<file path="config.mk">
export PLATFORM = sky130hd
export DESIGN_NAME = sio_cmd
export DESIGN_NICKNAME = d
export VERILOG_FILES = /design/src/shared/sio_pkg.sv /design/src/rtl/sio_cmd.sv
export SDC_FILE = /design/constraint.sdc
export NUM_CORES = 1
export LEC_CHECK = 0
export BUFFER_PORTS_ARGS = -buffer_cell sky130_fd_sc_hd__buf_2
export CAP_MARGIN = 0
export CORE_AREA = 2 2 175 177
export DETAILED_ROUTE_END_ITERATION = 8
export DIE_AREA = 0 0 177 179
export HOLD_SLACK_MARGIN = 0.1
export REMOVE_ABC_BUFFERS = 1
export SLEW_MARGIN = 20
export SYNTH_ARGS = -nofsm -noshare
export SYNTH_HDL_FRONTEND = slang
export SYNTH_SLANG_ARGS = --single-unit
</file>
<file path="constraint.sdc">
create_clock -name clk_sys_in -period 4.15 [get_ports clk_sys_in]
set_input_delay 0.2075 -clock clk_sys_in [delete_from_list [all_inputs] [get_ports clk_sys_in]]
set_output_delay 0.2075 -clock clk_sys_in [all_outputs]
set_load 0.01 [all_outputs]
</file>
<file path="src/shared/sio_pkg.sv">
// How it works
// - Command 12h/00h returns input device bitmap.
// - Input bits 0-15,18,20,22,23,26-29 assigned devices.
// - Command 12h/40h returns input pins 0-11.
// - Pulse train selected: pin bits 10,11 read 0.
// - Command 12h/60h returns communication-driven input devices.
// - Command 12h/C0h returns output pins 0-8.
// - Command 12h/80h returns output device bitmap.
// - Output bitmap bits follow the fixed device order.
// - Every returned bitmap is sent as hex text.
// - Command 92h/60h overwrites all communication input devices.
// - Command 90h 00h/10h with key gates inputs.
// - Disabled inputs read off; stop and limits stay.
// - Command 90h 03h/13h with key gates outputs.
// - Test mode: 92h/00h switches test input devices.
// - Test entry allowed anytime; power stage shuts off.
// - Test mode silence 0.5 s: decelerate, servo lock.
// - Command 8Bh/00h selects jog, positioning, forced output.
// - Command 00h/12h returns current test mode code.
// - Command 8Bh/00h with 0000 cancels test mode.
package sio_pkg;
    // Command codes and data numbers.
    localparam logic [7:0]  CMD_MODE_RD   = 8'h00;
    localparam logic [7:0]  CMD_DEV_RD    = 8'h12;
    localparam logic [7:0]  CMD_TEST_SEL  = 8'h8b;
    localparam logic [7:0]  CMD_IO_GATE   = 8'h90;
    localparam logic [7:0]  CMD_DEV_WR    = 8'h92;
    localparam logic [7:0]  DN_IN_DEV     = 8'h00;
    localparam logic [7:0]  DN_IN_PIN     = 8'h40;
    localparam logic [7:0]  DN_COMM_IN    = 8'h60;
    localparam logic [7:0]  DN_OUT_DEV    = 8'h80;
    localparam logic [7:0]  DN_OUT_PIN    = 8'hc0;
    localparam logic [7:0]  DN_MODE       = 8'h12;
    localparam logic [7:0]  DN_TEST       = 8'h00;
    localparam logic [7:0]  DN_IN_OFF     = 8'h00;
    localparam logic [7:0]  DN_IN_ON      = 8'h10;
    localparam logic [7:0]  DN_OUT_OFF    = 8'h03;
    localparam logic [7:0]  DN_OUT_ON     = 8'h13;
    localparam logic [15:0] GATE_KEY      = 16'h1ea5;
    // Test mode codes as carried in the data word.
    localparam logic [15:0] MODE_NORMAL   = 16'h0000;
    localparam logic [15:0] MODE_JOG      = 16'h0001;
    localparam logic [15:0] MODE_POS      = 16'h0002;
    localparam logic [15:0] MODE_DO       = 16'h0004;
    // Assigned bit masks of each bitmap; all other bits read zero.
    localparam logic [31:0] IN_DEV_MASK   = 32'h3cd4ffff;
    localparam logic [31:0] OUT_DEV_MASK  = 32'h8f208fbf;
    localparam logic [31:0] IN_PIN_MASK   = 32'h00000fff;
    localparam logic [31:0] OUT_PIN_MASK  = 32'h000001ff;
    // Pulse train pins and devices that cannot be disabled.
    localparam logic [31:0] PULSE_PIN_MASK = 32'h00000c00;
    localparam logic [31:0] KEEP_MASK     = 32'h00040006;
    // Reset values.
    localparam logic [31:0] RST_BITMAP    = 32'h00000000;
    // Silence time before the test stop, and the clock rate.
    localparam int          SILENCE_MS    = 500;
    localparam int          CLK_HZ        = 10_000_000;
    localparam int          SILENCE_CYC   = SILENCE_MS * (CLK_HZ / 1000);
    localparam int          SYNC_DEPTH    = 3;

    typedef enum logic [1:0] {SIO_NORMAL, SIO_JOG, SIO_POS, SIO_DO} sio_mode_e;
endpackage : sio_pkg

</file>
<file path="src/rtl/sio_cmd.sv">
`timescale 1ns/10ps
`default_nettype none
module sio_cmd
    import sio_pkg::*;
#(
    parameter int SILENCE_LIMIT = SILENCE_CYC
)
(
    input  wire logic        clk_sys_in,        // System clock, 10 MHz.
    input  wire logic        rst_n_in,          // Asynchronous reset, active low.
    input  wire logic        cmd_valid_in,      // One-cycle strobe of a decoded command.
    input  wire logic [7:0]  cmd_code_in,       // Command code.
    input  wire logic [7:0]  cmd_dnum_in,       // Data number.
    input  wire logic [31:0] cmd_data_in,       // Data word of a write command.
    input  wire logic [31:0] ext_in_dev_in,     // External input devices, asynchronous.
    input  wire logic [11:0] ext_in_pin_in,     // External input pins, asynchronous.
    input  wire logic [31:0] out_dev_in,        // Output devices from servo logic.
    input  wire logic [8:0]  out_pin_in,        // External output pin states.
    input  wire logic        pulse_input_sel_param_a_in, // Pulse train selected on pin set A.
    input  wire logic        pulse_input_sel_param_b_in, // Pulse train selected on pin set B.
    output logic             resp_valid_out,    // One-cycle answer strobe.
    output logic [31:0]      resp_data_out,     // Answer bitmap, binary.
    output logic [63:0]      resp_hex_out,      // Answer as eight hex characters.
    output logic             cmd_ack_out,       // Write command accepted.
    output logic             cmd_err_out,       // Command refused.
    output logic [31:0]      eff_in_dev_out,    // Input devices seen by the servo.
    output logic [31:0]      out_dev_gated_out, // Output devices after gating.
    output logic             in_disabled_out,   // Inputs are disabled.
    output logic             out_disabled_out,  // Outputs are disabled.
    output logic             analog_zero_out,   // Analog inputs forced to 0 V.
    output logic             pulse_block_out,   // Pulse train input treated as absent.
    output logic [15:0]      test_code_out,     // Current test mode code.
    output logic             coast_out,         // Power stage shut off.
    output logic             stop_lock_out      // Decelerate to stop, servo lock.
);

    // Converts one nibble to its upper-case hex character.
    function automatic logic [7:0] nib_to_ascii(input logic [3:0] nib);
        logic [7:0] ch;
        ch = (nib < 4'ha) ? (8'h30 + {4'h0, nib}) : (8'h37 + {4'h0, nib});
        return ch;
    endfunction : nib_to_ascii

    // Converts a bitmap to eight hex characters, most significant first.
    function automatic logic [63:0] word_to_hex(input logic [31:0] w);
        logic [63:0] s;
        s = '0;
        for (int i = 0; i < 8; i++)
        begin
            s[i*8 +: 8] = nib_to_ascii(w[i*4 +: 4]);
        end
        return s;
    endfunction : word_to_hex

    // Maps a mode to its data-word code.
    function automatic logic [15:0] mode_code(input sio_mode_e m);
        logic [15:0] c;
        unique case (m)
            SIO_NORMAL: c = MODE_NORMAL;
            SIO_JOG:    c = MODE_JOG;
            SIO_POS:    c = MODE_POS;
            SIO_DO:     c = MODE_DO;
        endcase
        return c;
    endfunction : mode_code

    // Synchroniser stages for the asynchronous inputs.
    logic [43:0] sync1_r;
    logic [43:0] sync2_r;
    logic [43:0] sync3_r;
    logic [43:0] filt_r;
    logic [43:0] filt_nxt;

    // Control state.
    sio_mode_e   mode_r;
    sio_mode_e   mode_nxt;
    logic [31:0] comm_in_r;
    logic [31:0] comm_in_nxt;
    logic [31:0] test_in_r;
    logic [31:0] test_in_nxt;
    logic        in_dis_r;
    logic        in_dis_nxt;
    logic        out_dis_r;
    logic        out_dis_nxt;
    logic        coast_r;
    logic        coast_nxt;
    logic        lock_r;
    logic        lock_nxt;
    logic [22:0] silence_r;
    logic [22:0] silence_nxt;

    // Answer and derived outputs.
    logic        resp_valid_r;
    logic        resp_valid_nxt;
    logic [31:0] resp_data_r;
    logic [31:0] resp_data_nxt;
    logic        ack_r;
    logic        ack_nxt;
    logic        err_r;
    logic        err_nxt;
    logic [31:0] eff_r;
    logic [31:0] eff_nxt;
    logic [31:0] out_gate_r;
    logic [31:0] out_gate_nxt;

    logic        pulse_sel;
    logic        key_ok;
    logic [31:0] in_pin_map;

    // Three stages; a bit counts once stages two and three agree.
    always_comb
    begin
        filt_nxt = (sync2_r & ~(sync2_r ^ sync3_r)) | (filt_r & (sync2_r ^ sync3_r));
    end

    // Registers the synchroniser chain.
    always_ff @(posedge clk_sys_in or negedge rst_n_in)
    begin
        if (!rst_n_in)
        begin
            sync1_r <= '0;
            sync2_r <= '0;
            sync3_r <= '0;
            filt_r  <= '0;
        end
        else
        begin
            sync1_r <= {ext_in_pin_in, ext_in_dev_in};
            sync2_r <= sync1_r;
            sync3_r <= sync2_r;
            filt_r  <= filt_nxt;
        end
    end

    // Input pin bitmap; pulse train pins read off when selected.
    assign pulse_sel  = pulse_input_sel_param_a_in | pulse_input_sel_param_b_in;
    assign in_pin_map = {20'h00000, filt_r[43:32]}
                        & (pulse_sel ? (IN_PIN_MASK & ~PULSE_PIN_MASK) : IN_PIN_MASK);
    assign key_ok     = (cmd_data_in[15:0] == GATE_KEY);

    // Command decode: control state, answers and the silence watchdog.
    always_comb
    begin
        mode_nxt       = mode_r;
        comm_in_nxt    = comm_in_r;
        test_in_nxt    = test_in_r;
        in_dis_nxt     = in_dis_r;
        out_dis_nxt    = out_dis_r;
        coast_nxt      = coast_r;
        lock_nxt       = lock_r;
        silence_nxt    = silence_r;
        resp_valid_nxt = 1'b0;
        resp_data_nxt  = resp_data_r;
        ack_nxt        = 1'b0;
        err_nxt        = 1'b0;
        if (cmd_valid_in)
        begin
            if (cmd_code_in == CMD_DEV_RD)
            begin
                resp_valid_nxt = 1'b1;
                unique case (cmd_dnum_in)
                    DN_IN_DEV:  resp_data_nxt = eff_r & IN_DEV_MASK;
                    DN_IN_PIN:  resp_data_nxt = in_pin_map;
                    DN_COMM_IN: resp_data_nxt = comm_in_r & IN_DEV_MASK;
                    DN_OUT_DEV: resp_data_nxt = out_gate_r & OUT_DEV_MASK;
                    DN_OUT_PIN: resp_data_nxt = {23'h000000, out_pin_in}
                                                & OUT_PIN_MASK;
                    default:
                    begin
                        resp_valid_nxt = 1'b0;
                        err_nxt        = 1'b1;
                    end
                endcase
            end
            else if (cmd_code_in == CMD_MODE_RD && cmd_dnum_in == DN_MODE)
            begin
                resp_valid_nxt = 1'b1;
                resp_data_nxt  = {16'h0000, mode_code(mode_r)};
            end
            else if (cmd_code_in == CMD_DEV_WR && cmd_dnum_in == DN_COMM_IN)
            begin
                comm_in_nxt = cmd_data_in & IN_DEV_MASK;
                ack_nxt     = 1'b1;
            end
            else if (cmd_code_in == CMD_DEV_WR && cmd_dnum_in == DN_TEST
                     && mode_r != SIO_NORMAL)
            begin
                test_in_nxt = cmd_data_in & IN_DEV_MASK;
                ack_nxt     = 1'b1;
            end
            else if (cmd_code_in == CMD_IO_GATE && key_ok
                     && (cmd_dnum_in == DN_IN_OFF || cmd_dnum_in == DN_IN_ON))
            begin
                in_dis_nxt = (cmd_dnum_in == DN_IN_OFF);
                ack_nxt    = 1'b1;
            end
            else if (cmd_code_in == CMD_IO_GATE && key_ok
                     && (cmd_dnum_in == DN_OUT_OFF || cmd_dnum_in == DN_OUT_ON))
            begin
                out_dis_nxt = (cmd_dnum_in == DN_OUT_OFF);
                ack_nxt     = 1'b1;
            end
            else if (cmd_code_in == CMD_TEST_SEL && cmd_dnum_in == DN_TEST
                     && cmd_data_in[31:16] == 16'h0000)
            begin
                ack_nxt = 1'b1;
                unique case (cmd_data_in[15:0])
                    MODE_JOG: mode_nxt = SIO_JOG;
                    MODE_POS: mode_nxt = SIO_POS;
                    MODE_DO:  mode_nxt = SIO_DO;
                    MODE_NORMAL:
                    begin
                        mode_nxt    = SIO_NORMAL;
                        test_in_nxt = RST_BITMAP;
                    end
                    default:
                    begin
                        ack_nxt = 1'b0;
                        err_nxt = 1'b1;
                    end
                endcase
            end
            else
            begin
                err_nxt = 1'b1;
            end
        end
        // Entry into test mode coasts the motor, even while running.
        coast_nxt = (mode_nxt != SIO_NORMAL);
        // Silence watchdog; any command restarts it and releases the lock.
        if (mode_nxt == SIO_NORMAL || cmd_valid_in)
        begin
            silence_nxt = '0;
            lock_nxt    = 1'b0;
        end
        else if (silence_r >= 23'(SILENCE_LIMIT - 1))
        begin
            lock_nxt = 1'b1;
        end
        else
        begin
            silence_nxt = silence_r + 23'h000001;
        end
        // Disabled inputs read off except the stop and stroke limits.
        eff_nxt = (filt_r[31:0] | comm_in_r | (mode_r != SIO_NORMAL ? test_in_r : 32'h0))
                  & (in_dis_r ? KEEP_MASK : IN_DEV_MASK);
        out_gate_nxt = out_dis_r ? RST_BITMAP : (out_dev_in & OUT_DEV_MASK);
    end

    // Registers the control state and answers.
    always_ff @(posedge clk_sys_in or negedge rst_n_in)
    begin
        if (!rst_n_in)
        begin
            mode_r       <= SIO_NORMAL;
            comm_in_r    <= RST_BITMAP;
            test_in_r    <= RST_BITMAP;
            in_dis_r     <= 1'b0;
            out_dis_r    <= 1'b0;
            coast_r      <= 1'b0;
            lock_r       <= 1'b0;
            silence_r    <= '0;
            resp_valid_r <= 1'b0;
            resp_data_r  <= RST_BITMAP;
            ack_r        <= 1'b0;
            err_r        <= 1'b0;
            eff_r        <= RST_BITMAP;
            out_gate_r   <= RST_BITMAP;
        end
        else
        begin
            mode_r       <= mode_nxt;
            comm_in_r    <= comm_in_nxt;
            test_in_r    <= test_in_nxt;
            in_dis_r     <= in_dis_nxt;
            out_dis_r    <= out_dis_nxt;
            coast_r      <= coast_nxt;
            lock_r       <= lock_nxt;
            silence_r    <= silence_nxt;
            resp_valid_r <= resp_valid_nxt;
            resp_data_r  <= resp_data_nxt;
            ack_r        <= ack_nxt;
            err_r        <= err_nxt;
            eff_r        <= eff_nxt;
            out_gate_r   <= out_gate_nxt;
        end
    end

    // Output drive; the hex text is formed from the registered bitmap.
    assign resp_valid_out    = resp_valid_r;
    assign resp_data_out     = resp_data_r;
    assign resp_hex_out      = word_to_hex(resp_data_r);
    assign cmd_ack_out       = ack_r;
    assign cmd_err_out       = err_r;
    assign eff_in_dev_out    = eff_r;
    assign out_dev_gated_out = out_gate_r;
    assign in_disabled_out   = in_dis_r;
    assign out_disabled_out  = out_dis_r;
    assign analog_zero_out   = in_dis_r;
    assign pulse_block_out   = in_dis_r;
    assign test_code_out     = mode_code(mode_r);
    assign coast_out         = coast_r;
    assign stop_lock_out     = lock_r;
endmodule : sio_cmd
`default_nettype wire

</file>
Yosys cells after proc, flatten, opt, wreduce, memory -nomap -nowiden:

Index checks and enable logic that the tools add are counted.

* bits of input ports: 138
* bits in registers: 360
* memories: 0
* latch bits: 0
* bits in read-only memories: 0
* output and inout bits: 185
* bits in writable memories: 0

* reduce and logical (&&, ||, !) cells: 31
* shift operators: 0
* bitwise operators: 15
* eq/ne operators: 23
* add/subtract/negate cells: 17
* divide/modulo/power cells: 0
* $lt $le $gt $ge: 9
* $mul: 0
* mux-type cells: 57

Operators by type and width (number)
* $mux 32: 9
* $pmux 32 s5: 1
* $add 6x4->7 const A: 16
* $and 44x44->44: 2
* $pmux 16 s4: 1
* $mux 7: 8
* $mux 23: 2
* $not 44->44: 1
* $or 44x44->44: 1
* $xor 44x44->44: 1
* $eq 8x8->1 const B: 5
* $and 32x30->32: 1
* $eq 8x5->1 const B: 4
* $logic_not 16->1: 2
* $lt 4x4->1 const B: 8
* $or 32x30->32: 1
* $or 32x32->32: 1
* $mux 30: 1
* $mux 1: 25
* $add 23x1->23 const B: 1
* $ge 23x23->1 const B: 1
* $eq 16x1->1 const B: 1
* $eq 16x13->1 const B: 1
* $eq 16x2->1 const B: 1
* 25 further kinds: 57

Longest topological paths before layout:

Gate-level depths: netlist of run 1.

* depth in word-level cells: 14
* depth in mapped cells: 10
* gate-level depth less buffers: 7

Worst setup path before layout of run 1:

OpenSTA, ideal clock, no wires.

* path kind: input port to flip-flop
* from: input port cmd_dnum_in[7]
* to: register test_in_r[10]
* path slack: 1.994 ns
* arrival: 2.035 ns
* cell stages on the path: 8
* path buffers: 2
* cells stage by stage: buf_2 > nor4_1 > nand2_1 > or4b_4 > nor2b_1 > o21ai_2 > buf_2 > a22o_1

* longest elaborated chain between the ends: 5
* elaborated cells on any way between the ends: 24
* those cells by class: eq/ne: 7; mux: 1; bitwise: 2; reduce/logical: 14

Ends and longest elaborated chain
* start: declaration: line sio_cmd.sv:13 `input wire logic [7:0] cmd_dnum_in,`
* $eq 8x2->1, or another cell as far along: line sio_cmd.sv:198 `&& (cmd_dnum_in == DN_OUT_OFF || cmd_dnum_in == DN_OUT_ON))`
* $logic_or 1x1->1, or another cell as far along: line sio_cmd.sv:198
* $logic_and 1x1->1, on equally long branches
* $ne 2x2->1 (no line) or $reduce_bool 2->1 (tied branches)
* $reduce_and 8->1 (no line)
* end signal: assignment: line sio_cmd.sv:274 `test_in_r <= test_in_nxt;`
* end: declaration: line sio_cmd.sv:79 `logic [31:0] test_in_r;`

Several ways; a longest one is shown, not always the timed one.
A chain may end at the register's enable or synchronous reset.

Final worst setup path of run 1:

* from: input port cmd_data_in[22]
* to: register mode_r[1]

* longest elaborated chain between the ends: 10

Ends and longest elaborated chain
* start: declaration: line sio_cmd.sv:14 `input wire logic [31:0] cmd_data_in,`
* $logic_not 16->1: line sio_cmd.sv:204 `&& cmd_data_in[31:16] == 16'h0000)`
* $logic_and 1x1->1: line sio_cmd.sv:204
* $mux 2: line sio_cmd.sv:203 `else if (cmd_code_in == CMD_TEST_SEL && cmd_dnum_in == DN_TEST`
* $mux 2: line sio_cmd.sv:197 `else if (cmd_code_in == CMD_IO_GATE && key_ok`
* $mux 2: line sio_cmd.sv:191 `else if (cmd_code_in == CMD_IO_GATE && key_ok`
* $mux 2: line sio_cmd.sv:185 `else if (cmd_code_in == CMD_DEV_WR && cmd_dnum_in == DN_TEST`
* $mux 2: line sio_cmd.sv:180 `else if (cmd_code_in == CMD_DEV_WR && cmd_dnum_in == DN_COMM_IN)`
* $mux 2: line sio_cmd.sv:175 `else if (cmd_code_in == CMD_MODE_RD && cmd_dnum_in == DN_MODE)`
* $mux 2: line sio_cmd.sv:158 `if (cmd_code_in == CMD_DEV_RD)`
* $mux 2: line sio_cmd.sv:156 `if (cmd_valid_in)`
* via mode_nxt[1]: line sio_cmd.sv:76 `sio_mode_e mode_nxt;`
* end signal: assignment: line sio_cmd.sv:272 `mode_r <= mode_nxt;`
* end: declaration: line sio_cmd.sv:75 `sio_mode_e mode_r;`

The timed path passes the listed nets, and every way through them passes these cells.

==> reports/qor.txt, run 1 <==
outcome = completed
Via Count = 8532
GP Congestion = 0.7974
number of global-route vias before repair = 8319
post-route ant nets = 0
DIE WIDTH = 177 µm
worst hold path depth = 4
Die Height = 179 µm
Syn Area/Cell = 12.31 µm²
CP required = 4.64 ns
Async SR Flop Fraction = 100.0%
internal power = 4.971 mW
Comb power frac = 6.5%
Hold Violations, Final = 0
Max IR drop VDD = 0.2948 mV
Worst R2R Path Depth = 6
Max Cap Viol = 0
Root Buffer = clkbuf_16
Warnings, synthesis = 0
CTS tree = yes
CTS buffer count = 31
clk buf depth = 3
Min-Delay Path Class = primary input to flip-flop
P&R area growth vs syn = 29.12%
leakage = 7.115 nW
post_cts resized = 0
# fillers = 2655
Clock Sink Count = 294
Total Routing Usage GR = 19.84%
Yosys reg bits = 294
Worst setup startpoint = cmd_data_in[22]
setup total negative slack = 0 ns
Routed WL = 31560 µm
fmax = 343.8 MHz
predominant post-synthesis flop cell = dfrtp_1
RSZ-0062 raised after global routing = false
drt drc = 0
Initial Util = 39.19%
commonest non-fill, non-tap cells in the layout = dfrtp_1 (294), buf_2 (246), dlygate4sd3_1 (87), nor2_1 (63), conb_1 (53)
initial DRC count = 606
placement-stage cell area = 0.01323 mm²
io pins = 323
clk slew on worst S/H paths = 0.06 ns
sequential fraction of the synthesis area = 62.51%
vias per inst = 4.972
Netlist cell types = 68
critical path launch point type = primary input
critical path type = primary input to flip-flop
1st-pass router iterations = 5
sequential share of power = 48.0%
Worst Path Max Fanout = 5
crit path DAT = 3.40 ns
initial antenna violation count = 4
switching share of power = 21.97%
row cnt = 64
# H-tree levels = 1
min-delay src = cmd_dnum_in[0]
GRT Residual Overflow = 0
Mapped Cells = 956
Clock Skew = 0.01230 ns
crit path time final = 2.909 ns
clock insertion delay at the later pin of the skew report = 0.55 ns
Final Net Count = 1442
pwr dens = 419.2 mW/mm²
Max Slew Vio Count = 0
post-synthesis cell area = 0.01177 mm²
Worst Max-Slew Pin Slew = 1.014 ns
Port-buffer cells = 247
Post-synth EDFFs = 0
Max-slew headroom = 32.16%
DIE AREA = 0.03168 mm²
dpl hpwl = 21600 µm
Final Cycle Share = 70.09%
RR Startpoint = silence_r[14]
Clk pwr share = 45.5%
Switching Power = 1.400 mW
CORE AREA = 0.03003 mm²
commonest non-fill, non-tap cell in the layout = dfrtp_1
largest net degree at the start of global routing = 122
cell area after layout = 0.01520 mm²
share of cells above drive strength 1 = 26.78%
Critical Path End Type = flip-flop
Avg WL per Cell = 18.39 µm
setup violators final = 0
first-pass GRT wire length = 48020 µm
==> through the flow <==
stage	instances	util, %	setup WS [ns]	hold WS, ns	total power [mW]
final	1716	50.60	1.241	0.1728	6.371
after global routing	1714	50.59	1.103	0.1682	6.626
after CTS	1714	50.59	1.213	0.1497	6.448
after detailed placement	1572	44.06	1.261	0.3170	3.463
after global placement	1572	44.06	1.309	0.3157	3.456
after floorplan	914	-	1.623	-0.08809	3.231
==> cells in the mapped netlist, types with 17 or more instances <==
master	n	share of area, %
a211oi_1	22	1.4
a21oi_1	36	1.5
a22o_1	25	1.9
buf_4	57	3.6
clkbuf_1	21	0.67
dfrtp_1	294	63
inv_1	41	1.3
maj3_1	37	3.1
mux2_2	21	2.0
nand2_1	50	1.6
nor2_1	63	2.0
nor2b_1	25	1.3
nor3_1	18	0.77
nor4_1	19	1.0
o22ai_1	17	0.90
xnor2_1	31	2.3
==> power groups by stage <==
stage / Sequential (mW) / Combinational [mW] / Clock [mW]
3_5_place_dp: 3.11 / 0.354 / 0
6_report: 3.06 / 0.414 / 2.90
5_1_grt: 3.07 / 0.465 / 3.09
3_3_place_gp: 3.11 / 0.349 / 0
2_1_floorplan: 3.11 / 0.125 / 0
4_1_cts: 3.06 / 0.419 / 2.97
==> what timing repair did <==
action | 4_1_cts | 5_1_grt
endpoints found under the hold margin | 230 | 0
setup buffers | 0 | 0
hold buffers | 87 | 0
==> path summary, 6_finish.rpt <==
path / slack, ns / to
min in group asynchronous: 0.34 / coast_out
worst min-delay path: 0.17 / out_disabled_out
worst max register to register: 1.51 / silence_r[8]
worst max-delay path: 1.24 / mode_r[1]
worst min register to register: 0.35 / sync2_r[35]
max in group asynchronous: 2.78 / sync1_r[12]
==> critical path: stages <==
cell and delay (ns):
dlygate4sd3_1 0.54, buf_2 0.15, nor4_1 0.53, nand4_1 0.20, or4b_4 0.59, nor4_2 0.38
a21oi_1 0.12, a21oi_1 0.13, dlygate4sd3_1 0.55
==> logic make-up (layout without fill, tap and decap cells) <==
logic type                 after synthesis  in the layout  synth area share [%]
xor gates and xnor gates                32             32                 2.381
AOI/OAI and AO/OA                      175            175                 10.41
buffers and inverters                  134            445                 6.506
and+or+nand+nor                        243            243                 11.23
adders and majority gates               45             45                 3.998
muxes                                   31             31                 2.902
other                                    2             55               0.06381
DFF                                    294            294                 62.51
==> metal layers <==
metal	part of all wire, %	track usage [%]	up-vias	wire length [µm]
li1	-	-	3957	-
met1	45	27.69	4266	14130
met2	47	31.78	255	14810
met3	6.3	4.283	50	1987
met4	1.9	4.614	4	609
met5	0.082	0	-	26
==> final cells by class <==
type / count / area [µm²] / area share (%)
repair buffers: 349 / 2242 / 14.76
flip-flops and latches: 294 / 7357 / 48.42
diodes: 2 / 5.005 / 0.03294
clock inverters: 10 / 161.4 / 1.062
multi-input cells: 579 / 3852 / 25.35
inverters: 41 / 153.9 / 1.013
well taps: 396 / 495.5 / 3.261
clock buffers: 45 / 928.4 / 6.110
Note: power is estimated with default switching activity, not from simulation.
==> inputs of run 2 (changes only) <==
Clock period 4.15 ns to 3 ns, I/O delays scaled along.
==> run 2 against run 1 <==
Against the previous run:
- non-clock buffer count up 15
- flip-flop and latch count stayed put
- total power grew 42%
- global-route usage fell by 0.19 points
- largest cell class unchanged
- cell area rose by 1.2%
- wire length up 0.31%
- utilization up 0.63 points
==> reports/qor.txt, run 2 (same netlist as run 1, synthesis figures left out) <==
outcome = completed
hold-fix buffers at CTS = 91
critical path type = primary input to flip-flop
CTS tree = yes
drt drc = 0
CTS buffer count = 30
clk slew on worst S/H paths = 0.06 ns
Clock Skew = 0.02153 ns
setup total negative slack = 0 ns
1st-pass router iterations = 5
Port-buffer cells = 247
Total Routing Usage GR = 19.65%
pwr dens = 587.1 mW/mm²
vias per inst = 4.925
placement-stage cell area = 0.01333 mm²
GP Congestion = 0.8595
number of global-route vias before repair = 8286
Avg WL per Cell = 18.27 µm
setup violators final = 0
Min-Delay Path Class = primary input to async pin
clk buf depth = 3
commonest non-fill, non-tap cell in the layout = dfrtp_1
met1 Usage GRT = 27.14%
GR peak layer = met2
crit path to = mode_r[0]
crit path DAT = 3.34 ns
Final Net Count = 1456
Max IR drop VDD = 0.4927 mV
Routed WL = 31660 µm
first-pass GRT wire length = 47760 µm
Max Slew Vio Count = 0
row cnt = 64
clock insertion delay at the later pin of the skew report = 0.58 ns
setup repair bufs after CTS = 0
slowest stage cell, crit path = dlygate4sd3_1
dpl hpwl = 21720 µm
initial antenna violation count = 5
grt met3 use = 4.729%
P&R area growth vs syn = 30.73%
Max Cap Viol = 0
CP cell instances = dlygate4sd3_1 -> buf_2 -> nor4_4 -> nand2_1 -> or4b_4 -> nor4_2 -> a31oi_1 -> a21oi_1 -> dlygate4sd3_1
DIE AREA = 0.03168 mm²
largest net degree at the start of global routing = 103
DIE WIDTH = 177 µm
Worst setup startpoint = cmd_dnum_in[0]
Initial Util = 39.19%
Die Height = 179 µm
Hold Violations, Final = 0
cell mode on critical path = dlygate4sd3_1
leakage = 7.201 nW
crit path time final = 2.836 ns
share of cells above drive strength 1 = 27.36%
reg-to-reg setup timing slack = 0.60 ns
Clock Sink Count = 294
RSZ-0062 raised after global routing = false
CP required = 3.51 ns
Reg2Reg Capture Point = silence_r[8]
commonest non-fill, non-tap cells in the layout = dfrtp_1 (293), buf_2 (246), dlygate4sd3_1 (91), nor2_1 (63), conb_1 (53)
Via Count = 8535
Final Cycle Share = 94.52%
# H-tree levels = 1
met2 global-route usage = 31.71%
Critical Path End Type = flip-flop
critical path launch point type = primary input
RR Startpoint = silence_r[14]
Worst R2R Path Depth = 6
io pins = 323
cell area after layout = 0.01538 mm²
GRT Residual Overflow = 0
initial DRC count = 432
Root Buffer = clkbuf_16
CORE AREA = 0.03003 mm²
Worst Path Max Fanout = 7
Max stage delay on crit path = 0.57 ns
Util after Layout = 51.23%
post_cts resized = 0
post-route ant nets = 0
Max-slew headroom = 35.91%
Worst Max-Slew Pin Slew = 0.9579 ns
fmax = 352.7 MHz
[run 2: cell types whose count changed in the layout (fill, tap and decap cells not counted), sizes merged]
cell and delta:
buf +11, bufinv +4, clkbuf -6, clkinv +3, clkinvlp +2, diode +1
dlygate4sd3 +4, inv -2
[run 2: through the flow]
stage	total power, mW	std cells	setup WS (ns)	hold slack (ns)
final	9.032	1733	0.1645	0.1361
after global routing	9.378	1730	0.05447	0.1495
after CTS	9.138	1730	0.2457	0.1140
after detailed placement	4.793	1583	0.4308	0.1423
after global placement	4.780	1583	0.4457	0.1442
after floorplan	4.469	914	0.5306	-0.1456
[run 2: worst min-delay path by stage]
| stage | cells past startpoint | slack (ns) | to |
|---|---|---|---|
| after floorplan | 0 | -0.15 | async pin |
| after global placement | 1 | 0.14 | silence_r[5] |
| after detailed placement | 1 | 0.14 | silence_r[1] |
| after CTS | 4 | 0.11 | analog_zero_out |
| after global routing | 4 | 0.15 | analog_zero_out |
| final | 2 | 0.14 | analog_zero_out |
[run 2: layout make-up]
class	count	area [µm²]
sequential	294	7358
fill	2659	14640
timing repair buffer	364	2377
tap	396	495.5
multi-input combinational	579	3852
inverter	41	153.9
clock buffer	39	824.5
clock inverter	17	315.3
antenna	3	7.507
[run 2: where the power goes]
part | leakage, nW | internal (mW) | total (mW) | switching [mW]
Clock | 0.553 | 2.63 | 4.22 | 1.59
Combinational | 3.07 | 0.270 | 0.584 | 0.314
Sequential | 3.58 | 4.14 | 4.23 | 0.0916
[run 2: critical path, delay by kind of cell]
kind                   cells  cell delay (ns)
AO/OA/AOI/OAI              2             0.27
buffers and inverters      3             1.30
AND/OR/NAND/NOR            4             1.62
[run 2: layer usage]
metal	share of wire, %	up-vias
li1	-	3992
met4	1.8	4
met1	45	4254
met5	0.085	-
met2	47	242
met3	6.3	43
==> inputs of run 3 (changes only) <==
Settings changed: PLACE_DENSITY_LB_ADDON set to 0.2.
==> run 3 against run 2 <==
Against the previous run:
- via count increased by 0.89%
- largest power group unchanged
- cell count grew 0.29%
- highest routed layer unchanged
- sequential power hardly changed
- total power fell by 1.7%
- clock skew is 0.0053 ns higher
- die area is the same
- cell area is essentially flat
- non-clock buffer count grew 1
- flip-flop and latch count stayed put
- combinational power shrank 0.9%
==> reports/qor.txt, run 3 (same netlist as run 1, synthesis figures left out) <==
Min-Delay Path Class = primary input to flip-flop
Root Buffer = clkbuf_16
clock insertion delay at the later pin of the skew report = 0.53 ns
Max IR drop VDD = 0.3586 mV
Switching Power = 2.011 mW
met1 wire length = 13800 µm
drt drc = 0
Met3 Wirelength = 1961 µm
critical path launch point type = primary input
CTS buffer count = 34
Worst Max-Slew Pin Slew = 0.9152 ns
GRT Residual Overflow = 0
share of cells above drive strength 1 = 27.33%
Clk pwr share = 45.8%
worst hold path depth = 4
Max Slew Vio Count = 0
clk slew on worst S/H paths = 0.06 ns
Max stage delay on crit path = 0.71 ns
largest net degree at the start of global routing = 98
Tot Pwr = 8.877 mW
WL met2 = 15270 µm
Reg2Reg Capture Point = silence_r[14]
setup repair bufs after CTS = 0
GP Congestion = 0.8154
1st-pass router iterations = 5
outcome = completed
Avg WL per Cell = 18.34 µm
setup violators final = 0
DIE WIDTH = 177 µm
crit path time final = 2.577 ns
Worst Path Max Fanout = 15
row cnt = 64
initial antenna violation count = 5
CP required = 3.45 ns
critical path type = primary input to flip-flop
min-delay src = cmd_dnum_in[0]
Max Cap Viol = 0
RSZ-0062 raised after global routing = false
crit path DAT = 3.03 ns
CTS tree = yes
switching share of power = 22.66%
slowest stage cell, crit path = nor4_4
leakage = 7.207 nW
P&R area growth vs syn = 30.65%
Comb power frac = 6.5%
Clock Sink Count = 294
Worst R2R Path Depth = 7
WHS = 0.1161 ns
initial DRC count = 476
Final Net Count = 1461
sequential share of power = 47.7%
Via Count = 8611
reg-to-reg setup timing slack = 0.78 ns
Final Cycle Share = 85.92%
top sig layer = met5
Max-slew headroom = 38.99%
clk buf depth = 3
Hold Violations, Final = 0
first-pass GRT wire length = 48200 µm
commonest non-fill, non-tap cell in the layout = dfrtp_1
dpl hpwl = 22090 µm
post-route ant nets = 0
Die Height = 179 µm
number of global-route vias before repair = 8475
io pins = 323
Total Routing Usage GR = 20.16%
commonest non-fill, non-tap cells in the layout = dfrtp_1 (294), buf_2 (246), dlygate4sd3_1 (88), nor2_1 (63), conb_1 (53)
# H-tree levels = 2
Critical Path End Type = flip-flop
pwr dens = 577.3 mW/mm²
fmax = 388.0 MHz
Initial Util = 39.19%
RR Startpoint = silence_r[20]
DIE AREA = 0.03168 mm²
internal power = 6.866 mW
hold endpoint = out_disabled_out
Port-buffer cells = 247
vias per inst = 4.955
Routed WL = 31870 µm
CP cell instances = dlygate4sd3_1 -> buf_2 -> or3b_2 -> nor4_1 -> o21a_1 -> or3_4 -> nor4_4 -> buf_4 -> a22o_1
setup total negative slack = 0 ns
CORE AREA = 0.03003 mm²
Clock Skew = 0.02681 ns
[run 3: cell count changes in the layout (fill, tap and decap cells not counted), moves of 3 or more]
cell / change
bufinv_16: -6
clkbuf_1: +6
clkbuf_16: +5
dlygate4sd3_1: -3
[run 3: what timing repair did]
| item | in CTS | in global routing |
|---|---|---|
| hold endpoints to repair | 203 | 0 |
| resized for setup | 0 | 0 |
| hold buffers | 88 | 0 |
[run 3: power by group through the flow]
stage          clock network [mW]  logic (mW)  registers (mW)
3_5_place_dp                    0       0.495            4.30
4_1_cts                      4.17       0.586            4.23
5_1_grt                      4.34       0.650            4.25
6_report                     4.07       0.579            4.23
2_1_floorplan                   0       0.173            4.30
3_3_place_gp                    0       0.489            4.30
[run 3: metrics by stage]
| step | utilization, % | setup slack (ns) | std cells | area [µm²] |
|---|---|---|---|---|
| after floorplan | - | 0.5306 | 914 | 11350 |
| after global placement | 44.56 | 0.3980 | 1587 | 13380 |
| after detailed placement | 44.56 | 0.4165 | 1587 | 13380 |
| after CTS | 51.18 | 0.3760 | 1735 | 15370 |
| after global routing | 51.18 | 0.3188 | 1735 | 15370 |
| final | 51.20 | 0.4225 | 1738 | 15380 |
[run 3: how the worst max path moves through the flow]
stage | cells past startpoint | slack (ns) | end | start
2_1_floorplan | 5 | 0.53 | resp_data_out[1] | cmd_dnum_in[7]
3_3_place_gp | 7 | 0.40 | test_in_r[12] | cmd_code_in[6]
3_5_place_dp | 8 | 0.42 | test_in_r[9] | cmd_data_in[22]
4_1_cts | 9 | 0.38 | test_in_r[29] | cmd_data_in[22]
5_1_grt | 9 | 0.32 | test_in_r[23] | cmd_data_in[22]
6_report | 9 | 0.42 | test_in_r[29] | cmd_dnum_in[4]
[run 3: cell type report]
class                   count  area (µm²)
diodes                      3       7.507
clock buffers              51       985.9
clock inverters             9       121.4
fillers                  2671       14650
inverters                  41       153.9
multi-input cells         579        3852
flip-flops and latches    294        7357
well taps                 396       495.5
repair buffers            365        2402
[run 3: per-layer routing]
layer | vias to the layer above | track usage (%)
li1 | 4009 | -
met1 | 4273 | 26.65
met2 | 268 | 32.70
met3 | 57 | 4.962
met4 | 4 | 6.508
met5 | - | 0
[run 3: critical path: cells and delay by family]
kind                   cells  cell delay, ns
and+or+nand+nor            4            1.38
AOI/OAI and AO/OA          2            0.41
buffers and inverters      3            1.08
